File: src/hw/sirc_pkg.sv
// sirc_pkg: shared constants, register map and field layouts for the serial receiver
// with infrared codec. Assumes a single 250 MHz system clock.
package sirc_pkg;
  // register indices on the plain register port
  localparam logic [3:0] SIRC_ADDR_BAUD = 4'h0;   // baud divisor, 32x rate
  localparam logic [3:0] SIRC_ADDR_CTRL = 4'h1;   // control
  localparam logic [3:0] SIRC_ADDR_STAT = 4'h2;   // status, write one to clear
  localparam logic [3:0] SIRC_ADDR_DATA = 4'h3;   // receive data (read clears full)
  localparam logic [3:0] SIRC_ADDR_TXD = 4'h4;    // transmit data
  // control field positions
  localparam int SIRC_CTRL_IR_EN = 0;
  localparam int SIRC_CTRL_TX_PULSE_POLARITY = 1;
  localparam int SIRC_CTRL_RX_PULSE_POLARITY = 2;
  localparam int SIRC_CTRL_NINE = 3;
  localparam int SIRC_CTRL_RIE = 4;
  localparam int SIRC_CTRL_WID_LO = 5;            // two bits: pulse width select
  localparam int SIRC_CTRL_TX_CANCEL = 7;
  localparam int SIRC_CTRL_RX_EN = 8;
  // status field positions
  localparam int SIRC_STAT_FULL = 0;
  localparam int SIRC_STAT_NOISE = 1;
  localparam int SIRC_STAT_BREAK = 2;
  localparam int SIRC_STAT_COLL = 3;
  localparam int SIRC_STAT_TXBUSY = 4;
  localparam int SIRC_STAT_RXBUSY = 5;
  // reset values
  localparam logic [15:0] SIRC_BAUD_RST = 16'h0001;
  localparam logic [8:0] SIRC_CTRL_RST = 9'h100;
  // sample positions within a bit (16 ticks per bit)
  localparam logic [3:0] SIRC_RT3 = 4'h3;
  localparam logic [3:0] SIRC_RT5 = 4'h5;
  localparam logic [3:0] SIRC_RT7 = 4'h7;
  localparam logic [3:0] SIRC_RT8 = 4'h8;
  localparam logic [3:0] SIRC_RT9 = 4'h9;
  localparam logic [3:0] SIRC_RT10 = 4'ha;
  localparam logic [3:0] SIRC_RT_LAST = 4'hf;
  // pulse width select codes
  localparam logic [1:0] SIRC_WID_1_32 = 2'h0;
  localparam logic [1:0] SIRC_WID_1_16 = 2'h1;
  localparam logic [1:0] SIRC_WID_3_16 = 2'h2;
  localparam logic [1:0] SIRC_WID_1_4 = 2'h3;

  // register port request bundle
  typedef struct packed {
    logic wr;
    logic rd;
    logic [3:0] addr;
    logic [15:0] wdata;
  } sirc_bus_req_t;

  // receiver states, gray along start, data, stop
  typedef enum logic [1:0] {
    SIRC_RX_IDLE = 2'b00,
    SIRC_RX_START = 2'b01,
    SIRC_RX_DATA = 2'b11,
    SIRC_RX_STOP = 2'b10
  } sirc_rx_state_t;
endpackage : sirc_pkg

File: src/hw/sirc_baud_gen.sv
// sirc_baud_gen: divides the system clock into 32x and 16x baud enable pulses.
// Assumes the divisor is at least one; the 16x pulse is every second 32x pulse.
`timescale 1ns/100ps
`default_nettype none
module sirc_baud_gen (
  // clock and reset
  input wire logic clk_sys,
  input wire logic arst_n,
  // divisor in system clocks per 32x tick
  input wire logic [15:0] divisor,
  // restart phase of the 16x tick
  input wire logic resync,
  // enables
  output logic tick32,
  output logic tick16
);
  import sirc_pkg::*;
  logic [15:0] cnt_reg;
  logic half_reg;

  // divider counts down, one-cycle pulse on wrap
  always_ff @(posedge clk_sys or negedge arst_n) begin
    if (!arst_n) begin
      cnt_reg <= 16'h0000;
      tick32 <= 1'b0;
    end else if (cnt_reg == 16'h0000) begin
      cnt_reg <= divisor - 16'h0001;
      tick32 <= 1'b1;
    end else begin
      cnt_reg <= cnt_reg - 16'h0001;
      tick32 <= 1'b0;
    end
  end

  // every second 32x pulse gives the 16x pulse
  always_ff @(posedge clk_sys or negedge arst_n) begin
    if (!arst_n) begin
      half_reg <= 1'b0;
      tick16 <= 1'b0;
    end else begin
      tick16 <= (cnt_reg == 16'h0000) && half_reg;
      if (resync) begin
        half_reg <= 1'b0;
      end else if (cnt_reg == 16'h0000) begin
        half_reg <= ~half_reg;
      end
    end
  end
endmodule : sirc_baud_gen
`default_nettype wire

File: src/hw/sirc_top.sv
// sirc_top: serial receiver with infrared return-to-zero encoder and decoder.
// Assumes pins synchronous to clk_sys and a master that never waits.
// How it works
// - ir on: zero bit sends narrow pulse
// - pulse centred, width 1/32 1/16 3/16 1/4
// - tx polarity clear high, set low
// - rx polarity picks pulse level meaning zero
// - narrow rx pulses stretched to full bits
// - 32x tick times tx pulses
// - rx decoder uses only 16x tick
// - nrz normally, return-to-zero with ir
// - eight or nine data bits selectable
// - ninth bit in high data byte
// - data register loaded only from shifter
// - frame done: load data, set full
// - full and enable raise interrupt request
// - line sampled at sixteen times baud
// - resync after start and one-to-zero change
// - start search: zero after three ones
// - falling edge starts sixteen count
// - verify start at samples 3 5 7
// - break character detected
// - tx/rx collision detect in nrz only, tx cancel
// - two of three zeros accept, disagree noise
//
// Implementation choices: the register addresses and the strobed register port.
`timescale 1ns/100ps
`default_nettype none
module sirc_top (
  // clock and reset
  input wire logic clk_sys,
  input wire logic arst_n,
  // register port
  input wire sirc_pkg::sirc_bus_req_t bus_req,
  output logic [15:0] bus_rdata,
  // line pins
  input wire logic rx_pin,
  output logic tx_pin,
  // interrupt request level
  output logic rx_irq
);
  import sirc_pkg::*;

  logic [15:0] baud_reg;
  logic [8:0] ctrl_reg;
  logic tick32;
  logic tick16;
  logic rx_resync;
  logic ir_en;
  logic [1:0] wid;
  logic [8:0] rx_data_reg;
  logic full_reg;
  logic noise_reg;
  logic break_reg;
  logic coll_reg;
  sirc_rx_state_t rx_state_reg;
  logic [3:0] rt_reg;
  logic [3:0] bitn_reg;
  logic [9:0] shift_reg;
  logic [2:0] hist_reg;
  logic s3_reg, s5_reg, s8_reg, s9_reg;
  logic prev_bit_reg;
  logic rx_bit;
  logic rx_stretch_reg;
  logic [4:0] str_cnt_reg;
  logic tx_busy_reg;
  logic [11:0] tx_sh_reg;
  logic [3:0] tx_left_reg;
  logic [4:0] tx_ph_reg;
  logic tx_level;
  logic vote;
  logic frame_done;
  logic rd_data_hit;
  logic last_smp_reg;
  logic data_fall;

  assign ir_en = ctrl_reg[SIRC_CTRL_IR_EN];
  assign wid = ctrl_reg[SIRC_CTRL_WID_LO +: 2];
  assign rd_data_hit = bus_req.rd && (bus_req.addr == SIRC_ADDR_DATA);

  // baud ticks; 32x rate for tx pulses, 16x rate for rx
  sirc_baud_gen u_baud (
    .clk_sys(clk_sys),
    .arst_n(arst_n),
    .divisor(baud_reg),
    .resync(rx_resync),
    .tick32(tick32),
    .tick16(tick16)
  );

  // register writes
  always_ff @(posedge clk_sys or negedge arst_n) begin
    if (!arst_n) begin
      baud_reg <= SIRC_BAUD_RST;
      ctrl_reg <= SIRC_CTRL_RST;
    end else if (bus_req.wr && bus_req.addr == SIRC_ADDR_BAUD) begin
      baud_reg <= bus_req.wdata;
    end else if (bus_req.wr && bus_req.addr == SIRC_ADDR_CTRL) begin
      ctrl_reg <= bus_req.wdata[8:0];
    end
  end

  // read mux, data one cycle after strobe
  always_ff @(posedge clk_sys or negedge arst_n) begin
    if (!arst_n) begin
      bus_rdata <= 16'h0000;
    end else if (bus_req.rd) begin
      case (bus_req.addr)
        SIRC_ADDR_BAUD: bus_rdata <= baud_reg;
        SIRC_ADDR_CTRL: bus_rdata <= {7'h00, ctrl_reg};
        SIRC_ADDR_STAT: bus_rdata <= {10'h000, rx_state_reg != SIRC_RX_IDLE, tx_busy_reg,
                                      coll_reg, break_reg, noise_reg, full_reg};
        // ninth bit sits at bit 8
        SIRC_ADDR_DATA: bus_rdata <= {7'h00, rx_data_reg};
        default: bus_rdata <= 16'h0000;
      endcase
    end else begin
      bus_rdata <= 16'h0000;
    end
  end

  // pulse stretcher: a zero pulse holds line low for one bit (16 ticks)
  // timed only by the 16x tick
  always_ff @(posedge clk_sys or negedge arst_n) begin
    if (!arst_n) begin
      rx_stretch_reg <= 1'b1;
      str_cnt_reg <= 5'h00;
    end else if (tick16) begin
      // pulse level selected by rx polarity
      if ((rx_pin ^ ctrl_reg[SIRC_CTRL_RX_PULSE_POLARITY]) == 1'b1) begin
        rx_stretch_reg <= 1'b0;
        str_cnt_reg <= 5'h10;
      end else if (str_cnt_reg != 5'h00) begin
        str_cnt_reg <= str_cnt_reg - 5'h01;
      end else begin
        rx_stretch_reg <= 1'b1;
      end
    end
  end

  // nrz line straight, or stretched rz line with ir on
  assign rx_bit = ir_en ? rx_stretch_reg : rx_pin;

  // majority of samples 8, 9, 10
  assign vote = (s8_reg & s9_reg) | (s8_reg & rx_bit) | (s9_reg & rx_bit);
  assign frame_done = (rx_state_reg == SIRC_RX_STOP) && tick16 && rt_reg == SIRC_RT10;
  // resync at start edge and at a one-to-zero data change
  // falling line after a one bit, away from the vote samples
  assign data_fall = (rx_state_reg == SIRC_RX_DATA) && tick16 && prev_bit_reg && last_smp_reg
                     && !rx_bit && (rt_reg < SIRC_RT8 || rt_reg > SIRC_RT10);
  assign rx_resync = (rx_state_reg == SIRC_RX_IDLE && tick16 && hist_reg == 3'b111 && !rx_bit)
                  || data_fall;

  // receiver sequencer
  // every step on the 16x tick
  always_ff @(posedge clk_sys or negedge arst_n) begin
    if (!arst_n) begin
      rx_state_reg <= SIRC_RX_IDLE;
      rt_reg <= 4'h0;
      bitn_reg <= 4'h0;
      shift_reg <= 10'h000;
      hist_reg <= 3'b000;
      s3_reg <= 1'b1;
      s5_reg <= 1'b1;
      s8_reg <= 1'b1;
      s9_reg <= 1'b1;
      prev_bit_reg <= 1'b1;
      last_smp_reg <= 1'b1;
    end else if (!ctrl_reg[SIRC_CTRL_RX_EN]) begin
      rx_state_reg <= SIRC_RX_IDLE;
      hist_reg <= 3'b000;
    end else if (tick16) begin
      rt_reg <= rt_reg + 4'h1;
      last_smp_reg <= rx_bit;
      if (rt_reg == SIRC_RT8) s8_reg <= rx_bit;
      if (rt_reg == SIRC_RT9) s9_reg <= rx_bit;
      case (rx_state_reg)
        SIRC_RX_IDLE: begin
          hist_reg <= {hist_reg[1:0], rx_bit};
          // zero after three ones starts count
          if (hist_reg == 3'b111 && !rx_bit) begin
            rx_state_reg <= SIRC_RX_START;
            rt_reg <= 4'h2;
          end
        end
        SIRC_RX_START: begin
          if (rt_reg == SIRC_RT3) s3_reg <= rx_bit;
          if (rt_reg == SIRC_RT5) s5_reg <= rx_bit;
          if (rt_reg == SIRC_RT7) begin
            // two of three zeros accept, else search again
            if ((s3_reg & s5_reg) | (s3_reg & rx_bit) | (s5_reg & rx_bit)) begin
              rx_state_reg <= SIRC_RX_IDLE;
              hist_reg <= 3'b000;
            end
          end
          if (rt_reg == SIRC_RT_LAST) begin
            rx_state_reg <= SIRC_RX_DATA;
            bitn_reg <= 4'h0;
            prev_bit_reg <= 1'b0;
          end
        end
        SIRC_RX_DATA: begin
          if (data_fall) rt_reg <= 4'h2;
          if (rt_reg == SIRC_RT10) begin
            shift_reg <= {vote, shift_reg[9:1]};
            prev_bit_reg <= vote;
            if (bitn_reg == (ctrl_reg[SIRC_CTRL_NINE] ? 4'h8 : 4'h7)) begin
              rx_state_reg <= SIRC_RX_STOP;
            end
            bitn_reg <= bitn_reg + 4'h1;
          end
        end
        SIRC_RX_STOP: begin
          if (rt_reg == SIRC_RT10) begin
            rx_state_reg <= SIRC_RX_IDLE;
            hist_reg <= 3'b000;
          end
        end
        default: rx_state_reg <= SIRC_RX_IDLE;
      endcase
    end
  end

  // data register loaded only from shifter at frame end
  always_ff @(posedge clk_sys or negedge arst_n) begin
    if (!arst_n) begin
      rx_data_reg <= 9'h000;
    end else if (frame_done) begin
      rx_data_reg <= ctrl_reg[SIRC_CTRL_NINE] ? shift_reg[9:1] : {1'b0, shift_reg[9:2]};
    end
  end

  // status flags: set wins over clear
  always_ff @(posedge clk_sys or negedge arst_n) begin
    if (!arst_n) begin
      full_reg <= 1'b0;
      noise_reg <= 1'b0;
      break_reg <= 1'b0;
    end else begin
      // full set at frame end, read of data clears it
      if (frame_done) full_reg <= 1'b1;
      else if (rd_data_hit) full_reg <= 1'b0;
      // noise only on an accepted start whose samples disagree
      if (rx_state_reg == SIRC_RX_START && tick16 && rt_reg == SIRC_RT7
          && !((s3_reg == s5_reg) && (s5_reg == rx_bit))
          && !((s3_reg & s5_reg) | (s3_reg & rx_bit) | (s5_reg & rx_bit))) noise_reg <= 1'b1;
      else if (bus_req.wr && bus_req.addr == SIRC_ADDR_STAT && bus_req.wdata[SIRC_STAT_NOISE])
        noise_reg <= 1'b0;
      // break: all data zero and stop bit zero
      if (frame_done && !vote
          && (ctrl_reg[SIRC_CTRL_NINE] ? shift_reg[9:1] == 9'h000 : shift_reg[9:2] == 8'h00))
        break_reg <= 1'b1;
      else if (bus_req.wr && bus_req.addr == SIRC_ADDR_STAT && bus_req.wdata[SIRC_STAT_BREAK])
        break_reg <= 1'b0;
    end
  end

  // interrupt level from full and enable
  always_ff @(posedge clk_sys or negedge arst_n) begin
    if (!arst_n) rx_irq <= 1'b0;
    else rx_irq <= (full_reg | frame_done) & ctrl_reg[SIRC_CTRL_RIE];
  end

  // transmit shifter, 32 phases of 32x tick per bit; a one-phase idle lead
  // puts every bit edge on a 32x tick so all bits have the same length
  always_ff @(posedge clk_sys or negedge arst_n) begin
    if (!arst_n) begin
      tx_busy_reg <= 1'b0;
      tx_sh_reg <= 12'hfff;
      tx_left_reg <= 4'h0;
      tx_ph_reg <= 5'h00;
    end else if (bus_req.wr && bus_req.addr == SIRC_ADDR_TXD && !tx_busy_reg) begin
      tx_busy_reg <= 1'b1;
      // stop bit follows the last data bit of the selected length
      if (ctrl_reg[SIRC_CTRL_NINE]) tx_sh_reg <= {1'b1, bus_req.wdata[8:0], 1'b0, 1'b1};
      else tx_sh_reg <= {2'b11, bus_req.wdata[7:0], 1'b0, 1'b1};
      tx_left_reg <= ctrl_reg[SIRC_CTRL_NINE] ? 4'hc : 4'hb;
      tx_ph_reg <= 5'h1f;
    end else if (ctrl_reg[SIRC_CTRL_TX_CANCEL] || coll_reg) begin
      tx_busy_reg <= 1'b0;
      tx_sh_reg <= 12'hfff;
    end else if (tx_busy_reg && tick32) begin
      tx_ph_reg <= tx_ph_reg + 5'h01;
      if (tx_ph_reg == 5'h1f) begin
        tx_sh_reg <= {1'b1, tx_sh_reg[11:1]};
        tx_left_reg <= tx_left_reg - 4'h1;
        if (tx_left_reg == 4'h1) tx_busy_reg <= 1'b0;
      end
    end
  end

  // centred pulse window over 32 phases
  always_comb begin
    case (wid)
      SIRC_WID_1_32: tx_level = (tx_ph_reg == 5'h10);
      SIRC_WID_1_16: tx_level = (tx_ph_reg >= 5'h0f) && (tx_ph_reg <= 5'h10);
      SIRC_WID_3_16: tx_level = (tx_ph_reg >= 5'h0d) && (tx_ph_reg <= 5'h12);
      SIRC_WID_1_4: tx_level = (tx_ph_reg >= 5'h0c) && (tx_ph_reg <= 5'h13);
      default: tx_level = 1'b0;
    endcase
  end

  // pulse only for zero bits, polarity inverts
  always_ff @(posedge clk_sys or negedge arst_n) begin
    if (!arst_n) tx_pin <= 1'b1;
    else if (ir_en)
      tx_pin <= (tx_busy_reg && !tx_sh_reg[0] && tx_level) ^ ctrl_reg[SIRC_CTRL_TX_PULSE_POLARITY];
    else tx_pin <= tx_busy_reg ? tx_sh_reg[0] : 1'b1;
  end

  // collision: line seen differs from sent level at mid bit (nrz)
  always_ff @(posedge clk_sys or negedge arst_n) begin
    if (!arst_n) coll_reg <= 1'b0;
    else if (!ir_en && tx_busy_reg && tick32 && tx_ph_reg == 5'h10 && rx_pin != tx_sh_reg[0])
      coll_reg <= 1'b1;
    else if (bus_req.wr && bus_req.addr == SIRC_ADDR_STAT && bus_req.wdata[SIRC_STAT_COLL])
      coll_reg <= 1'b0;
  end

  irq_follow_a: assert property (@(posedge clk_sys) disable iff (!arst_n)
    (full_reg && ctrl_reg[SIRC_CTRL_RIE]) |=> rx_irq) else $error("irq missing");
  frame_full_a: assert property (@(posedge clk_sys) disable iff (!arst_n)
    frame_done |=> full_reg) else $error("full not set");
  // data changes only at frame end
  data_load_a: assert property (@(posedge clk_sys) disable iff (!arst_n)
    !$past(frame_done) |-> $stable(rx_data_reg)) else $error("data changed");
  tx_idle_a: assert property (@(posedge clk_sys) disable iff (!arst_n)
    ($past(ir_en) && !$past(tx_busy_reg)) |-> tx_pin == $past(ctrl_reg[SIRC_CTRL_TX_PULSE_POLARITY]))
    else $error("ir idle wrong");
  start_hist_a: assert property (@(posedge clk_sys) disable iff (!arst_n)
    (rx_state_reg == SIRC_RX_IDLE && $past(rx_state_reg) == SIRC_RX_IDLE) ##1
    (rx_state_reg == SIRC_RX_START) |-> $past(hist_reg) == 3'b111) else $error("bad start");
  // eight bit mode clears bit 8
  eight_bit_a: assert property (@(posedge clk_sys) disable iff (!arst_n)
    (frame_done && !ctrl_reg[SIRC_CTRL_NINE]) |=> !rx_data_reg[8]) else $error("bit8 set");
  pulse_mid_a: assert property (@(posedge clk_sys) disable iff (!arst_n)
    tx_level |-> tx_ph_reg >= 5'h0c && tx_ph_reg <= 5'h13) else $error("pulse off centre");
  nrz_idle_a: assert property (@(posedge clk_sys) disable iff (!arst_n)
    (!$past(ir_en) && !$past(tx_busy_reg)) |-> tx_pin) else $error("nrz idle low");
  cov_frame: cover property (@(posedge clk_sys) disable iff (!arst_n) frame_done);
  cov_noise: cover property (@(posedge clk_sys) disable iff (!arst_n) $rose(noise_reg));
  cov_ir_tx: cover property (@(posedge clk_sys) disable iff (!arst_n) ir_en && tx_level);
endmodule : sirc_top
`default_nettype wire

File: config.mk
export PLATFORM = sky130hd
export DESIGN_NAME = sirc_top
export DESIGN_NICKNAME = d
export VERILOG_FILES = /design/src/hw/sirc_pkg.sv /design/src/hw/sirc_baud_gen.sv /design/src/hw/sirc_top.sv
export SDC_FILE = /design/constraint.sdc
export NUM_CORES = 1
export LEC_CHECK = 0
export ABC_CLOCK_PERIOD_IN_PS = 3870
export BUFFER_PORTS_ARGS = -buffer_cell sky130_fd_sc_hd__buf_2
export CORE_UTILIZATION = 35
export DETAILED_ROUTE_END_ITERATION = 8
export HOLD_SLACK_MARGIN = 0.08
export PLACE_DENSITY_LB_ADDON = 0.3
export SYNTH_ARGS = -nofsm -noshare
export SYNTH_HDL_FRONTEND = slang
export SYNTH_SLANG_ARGS = --single-unit
File: constraint.sdc
create_clock -name clk_sys -period 3.87 [get_ports clk_sys]
set_clock_uncertainty 0.1 [all_clocks]
set_input_delay 0.5805 -clock clk_sys [delete_from_list [all_inputs] [get_ports clk_sys]]
set_output_delay 0.5805 -clock clk_sys [all_outputs]
set_load 0.005 [all_outputs]
== Word level (Yosys, flattened, before mapping) ==
Cells that the tools add are included.
Storage, ports and cells
  input port bits: 25
  output and inout bits: 18
  logic and storage cells: 253
  bits in registers: 132
Operators by class
  magnitude comparators: 8
  $add $sub $neg: 7
  multiplexer cells: 68
  reductions and logical operators: 84
  bitwise operators: 16
  equality and inequality tests: 39
Operators by type and width (count)
  one-hot mux 16 bit (4 select lines): 1
  two-way mux 12 bit: 4
  logical AND 1 bit: 38
  two-way mux 4 bit: 9
  two-way mux 16 bit: 2
  subtractor 16 x 1 -> 16 bit, second input constant: 2
  two-way mux 5 bit: 5
  two-way mux 1 bit: 24
  nonzero test 2 bit: 10
  two-way mux 2 bit: 9
  two-way mux 3 bit: 6
  inequality test 3 x 2 -> 1 bit, second input constant: 6
  == test 4 bit, second input constant: 4
  logical NOT 16 bit: 1
  one-hot mux 4 bit (2 select lines): 2
  >= comparator 5 x 4 -> 1 bit, second input constant: 3
  less-or-equal comparator 5 bit, second input constant: 3
  == test 4 x 2 -> 1 bit, second input constant: 3
  == test 4 x 3 -> 1 bit, second input constant: 3
  AND reduction 2 bit: 6
  AND reduction 3 bit: 4
  AND reduction 4 bit: 3
  two-way mux 11 bit: 1
  == test 5 bit, second input constant: 2
  other kinds (36): 71

== Depth between registers and ports, before layout ==
  word-level depth: 10
  gate-level depth with buffers: 13
  depth with buffers taken out: 10

== Hierarchy ==
A second synthesis with hierarchy kept.
Second synthesis, totals
  cells, all modules: 623
  area, all modules: 6621.4 um^2
By module, submodules not included
  sirc_top: area an instance 5467.7 um^2, seq. area each 2803.9 um^2, times used 1, cells an instance 493
  sirc_baud_gen: area an instance 1153.6 um^2, seq. area each 475.5 um^2, times used 1, cells an instance 130

== Least setup slack after synthesis ==
No wires, ideal clock.
  kind: reg-to-reg
  from: reg u_baud.cnt_reg[1]
  to: reg u_baud.cnt_reg[12]
  required time: 3.645 ns
  arrival: 2.631 ns
  period minus slack after synthesis: 2.856 ns
  cell stages (with the launch flop): 14
  setup time: 0.125 ns
  buffers on the path: 3
  path slack: 1.014 ns
  cells stage by stage: dfrtp_1 or3_1 buf_2 nor3_1 nand2_1 inv_1 buf_2 buf_2 a21oi_1 ha_1 o311ai_2 nor4_1 a21boi_0 xnor2_1
On the way
  word-level cells in the longest chain between the ends: 2
  elaborated cells on any way between the ends: 3
  those cells by class: add/sub: 1; mux: 1; reduce/logical: 1
RTL lines
  start, declared: RTL line sirc_baud_gen.sv:18  | logic [15:0] cnt_reg;
  start signal, assigned: RTL line sirc_baud_gen.sv:27  | cnt_reg <= divisor - 16'h0001;
  start signal, assigned: RTL line sirc_baud_gen.sv:30  | cnt_reg <= cnt_reg - 16'h0001;
  subtractor 16 x 1 -> 16 bit / logical NOT 16 bit (equally long branches): RTL line sirc_baud_gen.sv:30, sirc_baud_gen.sv:26
  two-way mux 16 bit *: RTL line sirc_baud_gen.sv:26  | end else if (cnt_reg == 16'h0000) begin
Every way passes the cells marked *; elsewhere a longest branch is shown, timed or not.
A chain may end at the register's enable or synchronous reset.

== Worst setup path after layout ==
  from: reg u_baud.cnt_reg[2]
  to: reg u_baud.cnt_reg[10]
The elaborated chain is that of the path after synthesis.

==> summary.md <==
| Metric | Value |
|---|---|
| Outcome | `finished, violations left` |
| Failing checks | `design-rule violations` |
| Yosys Warn Count | `0` |
| Hold-fix buffers, CTS | `0` |
| Maximum buffer depth of the clock tree | `2` |
| Worst-path clk slew | `0.06 ns` |
| Crit-path max FO | `7` |
| Synth top cells by count | `dfrtp_1, nand2_1, nor2_1, o21ai_0, a21oi_1` |
| Seq cells post-synth | `130` |
| Clock Latency Late Sink | `0.42 ns` |
| Dpl ws | `0.841 ns` |
| Port Buffer Count | `42` |
| RSZ-0062 raised after global routing | `no` |
| Die height | `139 um` |
| Placed cell area | `6980 um2` |
| Core footprint | `18100 um2` |
| Maxcap violations | `0` |
| Setup crit start kind | `register` |
| Number of library cell types mapped by synthesis | `65` |
| WL/cell | `17.1 um` |
| Post-synthesis cell count | `627` |
| Synth top area cells | `dfrtp_1, dfstp_2, mux2_2, ha_1, o21ai_0` |
| Sequential fraction of the synthesis area | `0.501` |
| Largest net degree at the start of global routing | `78` |
| Top cell type's share of synthesized area | `0.416` |
| Total GRT Usage | `0.169` |
| Post-CTS resize count | `0` |
| PD cells | `506 nW/um2` |
| Leading area contributor after synthesis | `dfrtp_1` |
| Routed wire length | `15500 um` |
| Slew margin rel. | `0.450` |
| Post-synth EDFFs | `0` |
| Initial Utilization | `0.361` |
| Boundary pin count | `43` |
| Layout cells sized above 1 | `0.214` |
| Iter 0 DRT Violations | `320` |
| Final setup margin | `0.799 ns` |
| HPWL Detailed | `11000 um` |
| Final Cycle Share | `0.793` |
| Clock sink total | `130` |
| Synth Net Count | `672` |
| Htree depth | `4` |
| Vias per cell | `5.45` |
| Design area | `7630 um2` |
| Initial antenna violation count | `0` |
| Top FF cell, synth | `dfrtp_1` |
| Fin Setup TNS | `0 ns` |
| Hold Fails Final Rpt | `0` |
| Most numerous cell in the Yosys netlist | `dfrtp_1` |
| CTS tree | `yes` |
| Diodes inserted | `0` |
| F_max | `0.326 GHz` |
| Die Area | `19300 um2` |
| Final setup fails | `0` |
| Minimum clock period | `3.07 ns` |
| Total number of vias | `4948` |
| Mapped cell area | `6550 um2` |
| Mapped Avg Cell Area | `10.4 um2` |
| Critical Path RT | `4.07 ns` |
| Maximum VDD drop | `290 uV` |
| FP Rows | `49` |
| Post-CTS Setup Inserts | `0` |
| Final GP Congestion | `0.897` |
| Gr ovfl total | `0` |
| CP Class | `register to register` |
| First-pass GRT wire length | `25800 um` |
| Fin nets | `711` |
| Root buffer cell | `clkbuf_16` |
| Vias in the first global route | `4998` |
| Least-Margin Pin Slew | `0.822 ns` |
| Leakage power | `3.40 nW` |
| Post-route ant nets | `0` |
| Drt pass-1 iters | `8` |
| Final Slew Violations | `0` |
| R2R cell count | `10` |
| Critical path arrival | `3.27 ns` |
| Async S/R FF share, synth | `1.00` |
| Post-route DRC | `6` |
| Cts bufs inserted | `17` |
| Crit. End Element | `register` |
| Synth-to-layout area growth | `16.5%` |
| HP Class | `input pin to asynchronous set/reset pin` |
| Die W | `139 um` |
## final cells by class
class	count	area [um2]
Multi-Input combinational cell	451	3090
Inverter	22	82.6
Fill cell	1693	10500
Sequential cell	130	3280
Timing Repair Buffer	44	240
Clock buffer	22	464
Tap cell	229	287
Clock inverter	10	181
## per-stage QoR
step / power [mW] / hold slack (ns) / util / cells
6_report: 3.86 / 0.0951 / 0.420 / 908
5_1_grt: 4.04 / 0.150 / 0.420 / 908
4_1_cts: 3.90 / 0.130 / 0.420 / 908
3_5_place_dp: 2.12 / 0.372 / 0.385 / 876
3_3_place_gp: 2.10 / 0.372 / 0.385 / 876
2_1_floorplan: 1.95 / 0.185 / - / 627
## critical path, cell delays in order (launching register included)
cell and delay, ns:
dfrtp_1 0.45, nor2_1 0.12, and4_1 0.23, nand2_1 0.19, inv_1 0.12, a21oi_1 0.23, ha_1 0.25, o311ai_2 0.15
nor4_1 0.64, o21ai_0 0.26, xor2_1 0.22
## worst paths after layout
kind | startpoint | to | slack (ns)
setup / recovery | u_baud.cnt_reg[2] | u_baud.cnt_reg[10] | 0.80
hold / removal | arst_n | str_cnt_reg[1] | 0.1
setup reg to reg | u_baud.cnt_reg[2] | u_baud.cnt_reg[10] | 0.80
hold reg to reg | s9_reg | s9_reg | 0.38
max in group asynchronous | arst_n | tx_sh_reg[2] | 2.69
min in group clk_sys | bus_req[15] | baud_reg[15] | 0.29
## power by group
part	switching (mW)	internal, mW	total [mW]
logic	0.214	0.198	0.412
registers	0.180	1.51	1.69
clock network	0.588	1.17	1.76
total	0.982	2.88	3.86
## layer usage
| metal | global-route usage | share of wire |
|---|---|---|
| met1 | 0.215 | 0.45 |
| met3 | 0.0394 | 0.039 |
| met5 | 0 | 0 |
| met2 | 0.283 | 0.50 |
| met4 | 0.0573 | 0.014 |
## layout by cell type (no fill, tap or decap), types with 10 or more instances in the layout
| cell | count |
|---|---|
| dfrtp_1 | 109 |
| nand2_1 | 55 |
| nor2_1 | 49 |
| o21ai_0 | 49 |
| buf_2 | 41 |
| a21oi_1 | 39 |
| mux2_2 | 31 |
| mux2i_1 | 24 |
| inv_1 | 22 |
| dfstp_2 | 21 |
| ha_1 | 20 |
| clkbuf_16 | 17 |
| nor3_1 | 14 |
| and3_1 | 12 |
| nor4_1 | 11 |
| nand4_1 | 10 |
## logic make-up (layout without fill, tap and decap cells)
family	Yosys count	in the layout	share of synthesized area
compound gates	138	138	0.132
xor+xnor	17	17	0.0227
fa+ha+maj	21	21	0.0397
buf+inv	46	98	0.0269
flops	130	130	0.501
mux	60	60	0.107
simple gates	215	215	0.171
Power figures use the tool's default switching activity.
